File: config.mk
export PLATFORM = sky130hd
export DESIGN_NAME = ext_bus_pins
export DESIGN_NICKNAME = d
export VERILOG_FILES = /design/src/ext_bus_pkg.sv /design/src/pin_sync_if.sv /design/src/ext_bus_pins.sv /design/src/pin_sync.sv
export SDC_FILE = /design/constraint.sdc
export NUM_CORES = 1
export LEC_CHECK = 0
export BUFFER_PORTS_ARGS = -buffer_cell sky130_fd_sc_hd__buf_2
export CAP_MARGIN = 20
export CORE_MARGIN = 2
export CORE_UTILIZATION = 35
export CTS_CLUSTER_SIZE = 12
export DETAILED_ROUTE_END_ITERATION = 10
export HOLD_SLACK_MARGIN = 0.12
export SYNTH_ARGS = -nofsm -noshare
export SYNTH_HDL_FRONTEND = slang
export SYNTH_SLANG_ARGS = --single-unit
File: constraint.sdc
create_clock -name clk -period 2.15 [get_ports clk]
set_input_delay 0.3225 -clock clk [delete_from_list [all_inputs] [get_ports clk]]
set_output_delay 0.3225 -clock clk [all_outputs]
set_load 0.1 [all_outputs]
File: src/ext_bus_pkg.sv
package ext_bus_pkg;
   localparam int ADDR_W     = 23;
   localparam int LOW_ADDR_W = 16;
   localparam int HOST_ADDR_W = 18;
   localparam int DATA_W     = 16;
   // address space selects
   localparam logic [1:0] SPACE_PROG = 2'h0;
   localparam logic [1:0] SPACE_DATA = 2'h1;
   localparam logic [1:0] SPACE_IO   = 2'h2;
   // holder reset: enabled
   localparam logic HOLDER_EN_RST = 1'b1;
   localparam logic [ADDR_W-1:0] ADDR_RST = 23'h000000;
   localparam logic [DATA_W-1:0] DATA_RST = 16'h0000;
   typedef enum logic [1:0] {
      BUS_RESET = 2'b00,
      BUS_DRIVE = 2'b01,
      BUS_FLOAT = 2'b10,
      BUS_HOST  = 2'b11
   } bus_state_t;
endpackage

File: src/pin_sync_if.sv
`timescale 1ns/1ps
interface pin_sync_if;
   import ext_bus_pkg::*;
   logic [ADDR_W-1:0] addr_raw;
   logic [DATA_W-1:0] data_raw;
   logic [3:0]        ctl_raw;
   logic [ADDR_W-1:0] addr_sync;
   logic [DATA_W-1:0] data_sync;
   logic [3:0]        ctl_sync;
   modport syncer (input addr_raw, data_raw, ctl_raw, output addr_sync, data_sync, ctl_sync);
   modport user   (output addr_raw, data_raw, ctl_raw, input addr_sync, data_sync, ctl_sync);
endinterface

File: src/ext_bus_pins.sv
`timescale 1ns/1ps
module ext_bus_pins
   import ext_bus_pkg::*;
(
   // clock and reset
   input  wire logic              clk,
   input  wire logic              sys_rst,
   // device pins, sampled
   input  wire logic              reset_in_n,
   input  wire logic              hold_req_n,
   input  wire logic              out_disable_n,
   input  wire logic              host_port_wide_select,
   // core access request
   input  wire logic              core_req,
   input  wire logic              core_write,
   input  wire logic [1:0]        core_space,
   input  wire logic [ADDR_W-1:0] core_addr,
   input  wire logic [DATA_W-1:0] core_wdata,
   output logic [DATA_W-1:0]      core_rdata,
   // host access port side
   input  wire logic              host_read,
   input  wire logic [DATA_W-1:0] host_rdata,
   output logic [HOST_ADDR_W-1:0] host_addr,
   output logic [DATA_W-1:0]      host_wdata,
   // bank-switch control holder settings
   input  wire logic              bank_switch_ctrl_reg_addr_hold,
   input  wire logic              bank_switch_ctrl_reg_data_hold,
   // status
   output logic                   hold_ack,
   // address pins
   input  wire logic [ADDR_W-1:0] ext_addr_lines_i,
   output logic [ADDR_W-1:0]      ext_addr_lines_o,
   output logic [ADDR_W-1:0]      ext_addr_lines_oe,
   output logic [ADDR_W-1:0]      addr_keeper_o,
   output logic                   addr_keeper_en,
   // data pins
   input  wire logic [DATA_W-1:0] ext_data_lines_i,
   output logic [DATA_W-1:0]      ext_data_lines_o,
   output logic                   ext_data_lines_oe,
   output logic [DATA_W-1:0]      data_keeper_o,
   output logic                   data_keeper_en
);
   pin_sync_if ps ();

   // ------------------------------------------------------------
   // pin synchronisers
   // ------------------------------------------------------------
   assign ps.addr_raw = ext_addr_lines_i;
   assign ps.data_raw = ext_data_lines_i;
   assign ps.ctl_raw  = {reset_in_n, hold_req_n, out_disable_n, host_port_wide_select};

   pin_sync u_sync (
      .clk     (clk),
      .sys_rst (sys_rst),
      .p       (ps.syncer)
   );

   logic rst_s, hold_s, off_s, wide_s;
   assign rst_s  = ~ps.ctl_sync[3];
   assign hold_s = ~ps.ctl_sync[2];
   assign off_s  = ~ps.ctl_sync[1];
   assign wide_s = ps.ctl_sync[0];

   // ------------------------------------------------------------
   // bus state
   // ------------------------------------------------------------
   bus_state_t        state_reg, state_next;
   logic [ADDR_W-1:0] addr_reg, addr_next;
   logic [DATA_W-1:0] dout_reg, dout_next;
   logic              dout_en_reg, dout_en_next;
   logic [ADDR_W-1:0] aoe_reg, aoe_next;
   logic [ADDR_W-1:0] alast_reg, alast_next;
   logic [DATA_W-1:0] dlast_reg, dlast_next;
   logic [DATA_W-1:0] rdata_reg, rdata_next;
   logic [HOST_ADDR_W-1:0] haddr_reg, haddr_next;
   logic [DATA_W-1:0] hwdata_reg, hwdata_next;
   logic              ahold_reg, ahold_next;
   logic              dhold_reg, dhold_next;

   always_comb begin
      state_next   = state_reg;
      addr_next    = addr_reg;
      dout_next    = dout_reg;
      dout_en_next = 1'b0;
      aoe_next     = '0;
      rdata_next   = rdata_reg;
      haddr_next   = haddr_reg;
      hwdata_next  = hwdata_reg;
      ahold_next   = bank_switch_ctrl_reg_addr_hold;
      dhold_next   = bank_switch_ctrl_reg_data_hold;
      case (state_reg)
         BUS_RESET: state_next = BUS_DRIVE;
         BUS_DRIVE,
         BUS_FLOAT,
         BUS_HOST:  state_next = BUS_DRIVE;
         default:   state_next = BUS_RESET;
      endcase
      if (rst_s)
         state_next = BUS_RESET;
      else if (wide_s)
         state_next = BUS_HOST;
      else if (hold_s || off_s)
         state_next = BUS_FLOAT;

      case (state_next)
         BUS_DRIVE: begin
            if (core_req) begin
               // upper lines extend program space only
               if (core_space == SPACE_PROG)
                  addr_next = core_addr;
               else
                  addr_next = {{(ADDR_W-LOW_ADDR_W){1'b0}}, core_addr[LOW_ADDR_W-1:0]};
               aoe_next = '1;
               dout_en_next = core_write;
               if (core_write)
                  dout_next = core_wdata;
            end
            if (off_s)
               aoe_next = '0;
         end
         BUS_HOST: begin
            // host owns the low lines; upper lines stay floated too
            aoe_next = '0;
            haddr_next = ps.addr_sync[HOST_ADDR_W-1:0];
            hwdata_next = ps.data_sync;
            // a hold request floats the data bus even for host reads
            if (host_read && !off_s && !hold_s) begin
               dout_next = host_rdata;
               dout_en_next = 1'b1;
            end
         end
         default: begin
            aoe_next = '0;
            dout_en_next = 1'b0;
         end
      endcase
      if (core_req && !core_write && state_reg == BUS_DRIVE)
         rdata_next = ps.data_sync;
   end

   // last level driven onto each line by the device; received levels are not kept
   always_comb begin
      alast_next = alast_reg;
      dlast_next = dlast_reg;
      for (int i = 0; i < ADDR_W; i++) begin
         alast_next[i] = aoe_reg[i] ? addr_reg[i] : alast_reg[i];
      end
      if (dout_en_reg)
         dlast_next = dout_reg;
   end

   always_ff @(posedge clk) begin
      if (sys_rst) begin
         state_reg   <= BUS_RESET;
         addr_reg    <= ADDR_RST;
         dout_reg    <= DATA_RST;
         dout_en_reg <= 1'b0;
         aoe_reg     <= '0;
         alast_reg   <= ADDR_RST;
         dlast_reg   <= DATA_RST;
         rdata_reg   <= DATA_RST;
         haddr_reg   <= '0;
         hwdata_reg  <= DATA_RST;
         ahold_reg   <= HOLDER_EN_RST;
         dhold_reg   <= HOLDER_EN_RST;
      end else begin
         state_reg   <= state_next;
         addr_reg    <= addr_next;
         dout_reg    <= dout_next;
         dout_en_reg <= dout_en_next;
         aoe_reg     <= aoe_next;
         alast_reg   <= alast_next;
         dlast_reg   <= dlast_next;
         rdata_reg   <= rdata_next;
         haddr_reg   <= haddr_next;
         hwdata_reg  <= hwdata_next;
         ahold_reg   <= ahold_next;
         dhold_reg   <= dhold_next;
      end
   end

   // ------------------------------------------------------------
   // outputs
   // ------------------------------------------------------------
   // the keepers are weak drives; the testbench resolves them below oe
   assign ext_addr_lines_o  = addr_reg;
   assign ext_addr_lines_oe = aoe_reg;
   assign addr_keeper_o     = alast_reg;
   assign addr_keeper_en    = ahold_reg;
   assign ext_data_lines_o  = dout_reg;
   assign ext_data_lines_oe = dout_en_reg;
   assign data_keeper_o     = dlast_reg;
   assign data_keeper_en    = dhold_reg;
   assign core_rdata        = rdata_reg;
   assign host_addr         = haddr_reg;
   assign host_wdata        = hwdata_reg;
   assign hold_ack          = (state_reg == BUS_FLOAT) && hold_s;
endmodule

File: src/pin_sync.sv
`timescale 1ns/1ps
module pin_sync
   import ext_bus_pkg::*;
(
   // clock and reset
   input wire logic clk,
   input wire logic sys_rst,
   // pins
   pin_sync_if.syncer p
);
   localparam int W = ADDR_W + DATA_W + 4;
   logic [W-1:0] stage1_reg;
   logic [W-1:0] stage2_reg;
   logic [W-1:0] stage1_next;
   logic [W-1:0] stage2_next;

   always_comb begin
      stage1_next = {p.addr_raw, p.data_raw, p.ctl_raw};
      stage2_next = stage1_reg;
   end

   // first stage feeds the second only
   always_ff @(posedge clk) begin
      if (sys_rst) begin
         stage1_reg <= '0;
         stage2_reg <= '0;
      end else begin
         stage1_reg <= stage1_next;
         stage2_reg <= stage2_next;
      end
   end

   assign p.addr_sync = stage2_reg[W-1 -: ADDR_W];
   assign p.data_sync = stage2_reg[DATA_W+3 -: DATA_W];
   assign p.ctl_sync  = stage2_reg[3:0];
endmodule

==> out/results.ini, run 1 <==
[yosys]
synth_most_common_cell = dfxtp_1
syn_inst = 766
synth_ff_type = dfxtp_1
ys_seq_area_frac = 0.566
async_reset_ff_frac = 0
synth_cell_types = 30
syn_area_um2 = 7420
ys_seq_elements = 210
yosysWarnings = 0
synth.largest_area_cell = dfxtp_1
synth_area_leaders = dfxtp_1 (57%), nor2b_1 (7.8%), a21oi_1 (6.0%), mux2i_1 (5.3%), nand2_1 (5.2%)
yosysTopAreaCellShare = 0.566
synth_common_cells = dfxtp_1 (210), nand2_1 (103), nor2b_1 (93)
avgSynthCellArea_um2 = 9.69
synth_nets = 873
synth-edff-count = 0

[detailed_routing]
via_per_inst = 4.50
vias = 5984
firstDrtPassIters = 5
drt-wirelength-per-cell_um = 14.0
wl_mm = 18.6
post-route-drc-count = 0
first_iter_violations = 180
antenna_left = 0

[clock_tree]
cts_root_buffer = clkbuf_16
cts_num_sinks = 210
clk_path_buf_depth = 3
cts_tree = built
cts_buffers = 23
clock_latency_ps = 500
h-tree-depth = 1
cts_setup_buffers = 0
clkTransAtPathRegs_ps = 60

[worst_setup_path]
cpPeakStageDelay_ps = 500
cp_top_family = flip-flops
cp.arrival_ps = 1500
startpoint_type = flop
crit_type = flop to output pin
ff2ff_path_depth = 4
critPathMaxFanout = 25
rr_startpoint = u_sync.stage2_reg[0]
cp_num_buf_inv = 1
timing.rr.end = ext_data_lines_o[3]
cp-end-kind = output pin
crit_chain = buf_2
worst_ep_required_time_ps = 1830
ff2ff_setup_slack_ps = 430
crit_slowest_cell = dfxtp_2
startpoint = ext_addr_lines_oe[21]

[timing]
clock_skew_ps = 13.8
slew_headroom = 0.457
finalSetupViolations = 0
timing.fmax_ghz = 0.549
slew_viol_final = 0
hold_viol = 0
finalCritPeriodShare = 0.848
worst_slack_ps = 328
period_needed_ps = 1820
tightest_slew_ps = 813
rsz0062_at_grt = false
tns_ps = 0

[global_route]
grt-ovfl-total = 0
grt_usage = 0.158
grt_pass1_vias = 5579
grt_max_degree = 68
antenna_found_initial = 1
grt_pass1_wl_mm = 28.8

[outcome]
status = finished clean

[hold_path]
min_from = core_addr[21]
min_path_cells = 3
hold_end = ext_addr_lines_o[21]
hold_path.class = input pin to flop

[placement]
hpwl_mm = 11.8
io_buffer_count = 256
place_congestion = 0.720
dp_slack_ps = 422

[floorplan]
dieArea_um2 = 22400
core_area_um2 = 20900
io_pins = 262
rows = 53
start_util = 0.355
die_h_um = 150
die_w_um = 150

[power_and_ir_drop]
ir_drop_uv = 583
p_leak_nw = 4.39
p_per_area_nw_per_um2 = 791

[run]
maxCapViolations = 0

[finish]
drive_gt1_frac = 0.322
finalNetCount = 1151
area_delta_synth_final_pct = 36.1

-- metrics by stage --
step / utilization / std cells / area (um2) / total power [mW] / hold slack (ps)
2_1_floorplan: - / 766 / 7430 / 4.26 / 414
3_3_place_gp: 0.421 / 1231 / 8800 / 4.40 / 416
3_5_place_dp: 0.421 / 1231 / 8800 / 4.40 / 422
4_1_cts: 0.483 / 1328 / 10100 / 8.12 / 132
5_1_grt: 0.483 / 1328 / 10100 / 8.33 / 141
6_report: 0.484 / 1329 / 10100 / 8.00 / 138
-- report_power, final --
group          switching, mW  internal (mW)
Sequential            0.0220           3.96
Combinational          0.201          0.220
Clock                   1.46           2.13
Total                   1.68           6.31
-- worst max-delay path by stage --
stage,end,slack (ps),cells past startpoint
5_1_grt,ext_addr_lines_oe[4],210,1
4_1_cts,ext_addr_lines_oe[7],290,1
6_report,ext_addr_lines_oe[2],330,1
3_5_place_dp,ext_data_lines_o[3],420,4
3_3_place_gp,ext_data_lines_o[4],460,4
2_1_floorplan,data_keeper_o[10],140,4
-- routing by layer --
| metal | wire length (um) | share of wire | GRT usage | up-vias |
|---|---|---|---|---|
| met5 | 0 | 0 | 0 | - |
| met4 | 312 | 0.017 | 0.0376 | 0 |
| met3 | 1220 | 0.065 | 0.0326 | 30 |
| met2 | 8610 | 0.46 | 0.261 | 182 |
| met1 | 8460 | 0.45 | 0.213 | 2727 |
| li1 | - | - | - | 3045 |
-- cells by family after synthesis --
| kind of cell | count (synthesis) | synth area share |
|---|---|---|
| flip-flops | 210 | 0.566 |
| AO/OA/AOI/OAI | 132 | 0.104 |
| buffers and inverters | 82 | 0.0583 |
| multiplexers | 55 | 0.0819 |
| AND/OR/NAND/NOR | 287 | 0.190 |
-- final cells by class --
type	instances	area, um2
Clock buffer	30	622
Sequential cell	210	4210
Timing Repair Buffer	335	2080
Antenna cell	1	2.50
Multi-Input combinational cell	474	2800
Clock inverter	4	51.3
Fill cell	1985	10800
Tap cell	275	344
-- timing repair --
| action | in CTS | in global routing |
|---|---|---|
| hold buffers | 63 | 0 |
| gates resized for setup | 0 | 0 |
| endpoints found under the hold margin | 63 | 0 |
-- layout by cell type, fill, tap and decap left out, drive strengths merged --
master / n
nor4bb: 1
and2: 2
mux2: 16
clkbuf: 30
o21ai: 23
a21oi: 89
inv: 1
nor2: 41
or2: 2
clkinv: 1
nand3: 32
nor2b: 93
a21bo: 16
dlygate4sd3: 63
nand4: 7
nand3b: 1
and3b: 1
o21a: 2
nand4bb: 1
buf: 272
and3: 1
nor3: 1
bufinv: 1
dfxtp: 210
mux2i: 39
diode: 1
clkinvlp: 1
nor3b: 1
a32oi: 2
nand2: 103
No activity file was read; power rests on OpenSTA's default activity.
==> run 2: changes to the inputs <==
==> constraint.sdc (replaced) <==
create_clock -name clk -period 1.9 [get_ports clk]
set_input_delay 0.285 -clock clk [delete_from_list [all_inputs] [get_ports clk]]
set_output_delay 0.285 -clock clk [all_outputs]
set_load 0.1 [all_outputs]
==> run 2 against run 1 <==
Net effect: cell count increased by 0.83%; clock skew shrank 1.5 ps; sequential share of layout area fell by 2.2 points; power increased by 23%; largest cell class unchanged.
==> out/results.ini, run 2 (same netlist as run 1, synthesis figures left out) <==
[timing]
timing.fmax_ghz = 0.564
period_needed_ps = 1770
hold_viol = 0  ; unchanged
finalSetupViolations = 0  ; unchanged
slew_viol_final = 0  ; unchanged
tightest_slew_ps = 637  ; -176 ps
slew_headroom = 0.575  ; +0.119
rsz0062_at_grt = false
tns_ps = 0  ; unchanged
finalCritPeriodShare = 0.934
clock_skew_ps = 12.3  ; -1.46 ps

[finish]
final_common_cell = buf_2
layout.cells.most_common_list = buf_2 (232), dfxtp_1 (208), nand2_1 (103)
fillers = 1924  ; -3.1%
drive_gt1_frac = 0.329  ; +0.00701
multiInputGateArea_um2 = 2800  ; unchanged
finalNetCount = 1155  ; +0.35%
area_delta_synth_final_pct = 43.8
seqCellArea_um2 = 4210  ; about the same

[power_and_ir_drop]
p_per_area_nw_per_um2 = 923  ; +17%
p_leak_nw = 4.56  ; +4.0%
power_mw = 9.85  ; +23%
ir_drop_uv = 682  ; +17%

[worst_setup_path]
critPathMaxFanout = 4  ; -84%
cpPeakStageDelay_ps = 470  ; -30 ps
worst_ep_required_time_ps = 1620  ; -210 ps
crit_slowest_cell = buf_2
crit_chain = nor3b_2 -> buf_2
cp-end-kind = output pin
crit_type = flop to output pin
startpoint_type = flop
cp.arrival_ps = 1490  ; about the same

[outcome]
status = finished clean

[detailed_routing]
first_iter_violations = 327  ; +82%
drt-wirelength-per-cell_um = 14.1  ; +0.36%
post-route-drc-count = 0  ; unchanged
firstDrtPassIters = 5  ; unchanged
antenna_left = 0  ; unchanged
via_per_inst = 4.53  ; +0.57%
vias = 6068  ; +1.4%
wl_mm = 18.8  ; +1.2%

[placement]
io_buffer_count = 256  ; unchanged
hpwl_mm = 12.0  ; +1.2%
place_congestion = 0.759  ; +5.3%

[clock_tree]
clk_path_buf_depth = 3  ; unchanged
cts_tree = built
clock_latency_ps = 510  ; about the same
cts_buffers = 24  ; +4.3%
cts_root_buffer = clkbuf_16
h-tree-depth = 1  ; unchanged
cts_num_sinks = 210  ; unchanged
clkTransAtPathRegs_ps = 60  ; about the same

[global_route]
grt_max_degree = 88  ; +29%
grt-ovfl-total = 0  ; unchanged
grt_pass1_vias = 5791  ; +3.8%
grt_pass1_wl_mm = 29.3  ; +1.6%
antenna_found_initial = 2  ; +1
grt_usage = 0.160  ; +0.00162

[floorplan]
rows = 53  ; unchanged
die_h_um = 150  ; unchanged
start_util = 0.355  ; unchanged
dieArea_um2 = 22400  ; unchanged
die_w_um = 150  ; unchanged
core_area_um2 = 20900  ; unchanged
io_pins = 262  ; unchanged

[run]
maxCapViolations = 0  ; unchanged

[hold_path]
hold_path.class = input pin to flop

[run 2: cell count changes in the layout (fill, tap and decap cells not counted), sizes merged]
| cell | change |
|---|---|
| buf | +2 |
| bufinv | +3 |
| clkbuf | +5 |
| clkinv | +2 |
| clkinvlp | -1 |
| dlygate4sd3 | +1 |
| inv | -1 |
[run 2: cell type report]
class | count | area share
Multi-Input combinational cell | 474 | 0.262
Timing Repair Buffer | 338 | 0.231
Antenna cell | 1 | 0.000234
Clock buffer | 35 | 0.0658
Clock inverter | 7 | 0.0141
Sequential cell | 210 | 0.394
Tap cell | 275 | 0.0322
[run 2: worst max-delay path, delay by kind of cell, from the launching register on]
family	cells	cell delay [ps]
buffers and inverters	1	470
DFF	1	340
and+or+nand+nor	1	170
[run 2: report_power, final]
group / switching [mW] / internal (mW)
logic: 0.227 / 0.251
clock network: 1.77 / 3.10
registers: 0.0254 / 4.48
total: 2.02 / 7.83
[run 2: stage by stage]
| step | util | area (um2) | setup WS, ps | instances | hold slack [ps] |
|---|---|---|---|---|---|
| finish | 0.511 | 10700 | 126 | 1340 | 139 |
| global route | 0.511 | 10700 | 31.7 | 1339 | 157 |
| CTS | 0.511 | 10700 | 90.9 | 1339 | 141 |
| detailed placement | 0.439 | 9180 | 321 | 1233 | 420 |
| global placement | 0.439 | 9180 | 335 | 1233 | 417 |
| floorplan | - | 7430 | 73.8 | 766 | 389 |
[run 2: worst paths after layout]
path	startpoint	endpoint	slack, ps	cells past startpoint
min reg2reg	u_sync.stage2_reg[33]	host_addr[13]	430	2
max	u_sync.stage2_reg[2]	hold_ack	130	2
min	core_write	ext_data_lines_oe	140	3
max reg2reg	u_sync.stage2_reg[0]	ext_data_lines_o[1]	310	4
[run 2: timing repair]
item,4_1_cts,5_1_grt
resized for setup,0,0
hold buffers,64,0
hold endpoints to repair,64,0
buffers inserted,0,0
[run 2: layer usage]
metal / part of all wire / track usage
met5: 0.00058 / 0
met4: 0.015 / 0.0395
met3: 0.079 / 0.0418
met2: 0.47 / 0.270
met1: 0.43 / 0.204
==> run 3: changes to the inputs <==
--- a/config.mk
+++ b/config.mk
@@ -5,6 +5,7 @@
 export SDC_FILE = /design/constraint.sdc
 export NUM_CORES = 1
 export LEC_CHECK = 0
+export ABC_AREA = 1
 export BUFFER_PORTS_ARGS = -buffer_cell sky130_fd_sc_hd__buf_2
 export CAP_MARGIN = 20
 export CORE_MARGIN = 2
==> run 3 against run 2 <==
Net effect: sequential power barely moved; sequential share of layout area is 0.86 points higher; die area shrank 2.9%; core utilization grew 0.51 points; global-route usage rose by 0.31 points; clock-buffer cell count shrank 1; first-iteration DRC count fell by 44%; area after synthesis decreased by 3.0%; critical path depth stayed put; largest power group is now registers.
==> out/results.ini, run 3 <==
[outcome]
status = finished clean

[global_route]
grt_max_degree = 66  ; -25%
gr-usage-met3 = 0.0432  ; +0.00144
grt_usage = 0.163  ; +0.00315
antenna_found_initial = 1  ; -1
grt-ovfl-total = 0  ; unchanged
met2_usage = 0.278  ; +0.00762
grt_util_met1 = 0.204  ; about the same
grt_pass1_wl_mm = 29.5  ; +0.59%
grt_pass1_vias = 5973  ; +3.1%
grt.busiest_layer = met2

[power_and_ir_drop]
power.share.combinational = 0.062  ; +0.014
ir_drop_uv = 718  ; +5.2%
clkPwrFrac = 0.451  ; -0.043
p_per_area_nw_per_um2 = 888  ; -3.8%
power_frac_seq = 0.487  ; +0.029
p_sw_mw = 2.02  ; -0.14%
switching_share = 0.218  ; +0.0125
internal_power_mw = 7.26  ; -7.3%
p_leak_nw = 5.13  ; +12%

[timing]
timing.fmax_ghz = 0.571  ; +1.3%
tns_ps = 0  ; unchanged
hold_viol = 0  ; unchanged
finalSetupViolations = 0  ; unchanged
period_needed_ps = 1750  ; -22.7 ps
tightest_slew_ps = 530  ; -107 ps
slew_viol_final = 0  ; unchanged
clock_skew_ps = 14.5  ; +2.19 ps
slew_headroom = 0.649  ; +0.0741
finalCritPeriodShare = 0.922  ; -0.0119
rsz0062_at_grt = false

[yosys]
synth_ff_type = dfxtp_1
yosysTopAreaCellShare = 0.584  ; +0.0176
synth-edff-count = 0  ; unchanged
synth_area_leaders = dfxtp_1 (58%), nor2_1 (11%), o21ai_0 (7.3%), inv_1 (5.7%), a21oi_1 (4.5%)
ys_seq_area_frac = 0.584  ; +0.0176
avgSynthCellArea_um2 = 8.06  ; -17%
synth.largest_area_cell = dfxtp_1
synth_xor_area_frac = 0  ; unchanged
syn_area_um2 = 7200  ; -3.0%
synth_most_common_cell = nor2_1
yosysWarnings = 0  ; unchanged
synth_cell_types = 18  ; -40%
synth_mux_area_frac = 0  ; -0.0819
synth_nets = 1000  ; +15%
synth-compound-area-share = 0.118  ; +0.0142
async_reset_ff_frac = 0  ; unchanged
synth_common_cells = nor2_1 (211), dfxtp_1 (210), inv_1 (110)
syn_inst = 893  ; +17%
synth_fa_ha_area_frac = 0  ; unchanged
synthSimpleGateAreaFrac = 0.182  ; -0.00748
ys_seq_elements = 210  ; unchanged
synth_top_family_by_area = simple AND/OR/NAND/NOR gates

[clock_tree]
clk_path_buf_depth = 3  ; unchanged
cts-resized-gates = 0  ; unchanged
cts_setup_buffers = 0  ; unchanged
cts_tree = built
clock_latency_ps = 500  ; about the same
ctsHoldBuffers = 75  ; +17%
h-tree-depth = 1  ; unchanged
cts_root_buffer = clkbuf_16
cts_buffers = 23  ; -4.2%
clkTransAtPathRegs_ps = 60  ; about the same
cts_num_sinks = 210  ; unchanged

[floorplan]
io_pins = 262  ; unchanged
start_util = 0.356  ; +0.000426
core_area_um2 = 20200  ; -3.1%
dieArea_um2 = 21700  ; -2.9%
die_h_um = 147  ; -1.5%
die_w_um = 147  ; -1.5%
rows = 52  ; -1.9%

[detailed_routing]
first_iter_violations = 183  ; -44%
firstDrtPassIters = 4  ; -1
drt-wirelength-per-cell_um = 12.5  ; -11%
post-route-drc-count = 0  ; unchanged
antenna_left = 0  ; unchanged
wl_mm = 18.5  ; -1.8%
vias = 6325  ; +4.2%
via_per_inst = 4.28  ; -5.5%

[finish]
multiInputGateArea_um2 = 2170  ; -23%
layout.cells.most_common_list = buf_2 (232), nor2_1 (211), dfxtp_1 (209)
finalNonFillerCells = 1478  ; +10%
final_common_cell = buf_2
drive_gt1_frac = 0.265  ; -0.0638
seqCellArea_um2 = 4210  ; about the same
finalNetCount = 1301  ; +13%
fillers = 1929  ; +0.26%
area_delta_synth_final_pct = 45.0

[worst_setup_path]
startpoint_type = flop
cpPeakStageDelay_ps = 540  ; +70 ps
ff2ff_setup_slack_ps = 170  ; -140 ps
startpoint = ext_addr_lines_oe[21]
crit_slowest_cell = dfxtp_2
cp.arrival_ps = 1470  ; -20 ps
critPathMaxFanout = 20  ; +16
worst_ep_required_time_ps = 1620  ; about the same
crit_type = flop to output pin
ff2ff_path_depth = 8  ; +4
cp-end-kind = output pin
crit_chain = buf_12 -> buf_12
cpMostUsedCell = buf_12
rr_startpoint = u_sync.stage2_reg[3]

[hold_path]
min_from = core_wdata[6]
min_path_cells = 5  ; +2
hold_path.class = input pin to flop

[placement]
place_congestion = 0.779  ; +2.7%
io_buffer_count = 256  ; unchanged
hpwl_mm = 12.1  ; +1.6%
place_inst = 1364  ; +11%

[run]
maxCapViolations = 0  ; unchanged

-- run 3: cell types whose count changed in the layout (fill, tap and decap cells not counted), sizes merged, moves of 7 or more --
cell         delta
nand2          -27
nor2          +172
a21bo          -16
mux2           -16
mux2i          -39
nor2b          -93
a21oi          -24
o21ai          +82
nand4           -7
inv           +113
dlygate4sd3    +11
-- run 3: area by class of cell --
class / count / share of cell area
Timing Repair Buffer: 350 / 0.249
Clock inverter: 4 / 0.00455
Multi-Input combinational cell: 495 / 0.207
Antenna cell: 1 / 0.000240
Clock buffer: 34 / 0.0629
Inverter: 114 / 0.0411
Tap cell: 270 / 0.0323
Sequential cell: 210 / 0.403
-- run 3: kinds of logic (layout without fill, tap and decap cells) --
group / count (synthesis) / after routing
DFF: 210 / 210
AOI/OAI and AO/OA: 170 / 170
and+or+nand+nor: 325 / 325
buffers and inverters: 188 / 502
other: 0 / 1
-- run 3: critical path, delay by kind of cell (launching register included) --
kind,cells,cell delay [ps]
buffers and inverters,2,430
flip-flops,1,540
-- run 3: metrics by stage --
step | util | hold WS [ps] | cell area (um2) | power, mW | setup WS [ps]
6_report | 0.516 | 124 | 10400 | 9.28 | 149
5_1_grt | 0.516 | 151 | 10400 | 9.67 | 43.4
4_1_cts | 0.516 | 120 | 10400 | 9.40 | 124
3_5_place_dp | 0.444 | 392 | 8990 | 5.07 | 522
3_3_place_gp | 0.444 | 389 | 8990 | 5.07 | 576
2_1_floorplan | - | 388 | 7210 | 4.90 | 90.6
-- run 3: power groups by stage --
stage | clock network [mW] | registers [mW] | logic, mW
after floorplan | 0 | 4.71 | 0.191
after detailed placement | 0 | 4.62 | 0.453
after global placement | 0 | 4.62 | 0.449
final | 4.18 | 4.52 | 0.575
after CTS | 4.30 | 4.52 | 0.575
after global routing | 4.50 | 4.53 | 0.636
-- run 3: path summary, 6_finish.rpt --
kind / end
worst max-delay path: ext_addr_lines_oe[0]
worst min-delay path: ext_data_lines_o[6]
worst max register to register: ext_data_lines_o[11]
worst min register to register: u_sync.stage2_reg[4]
-- run 3: metal layers --
metal,part of all wire,wire (um)
met4,0.022,399
met3,0.068,1270
met1,0.45,8300
met5,0,0
met2,0.46,8520
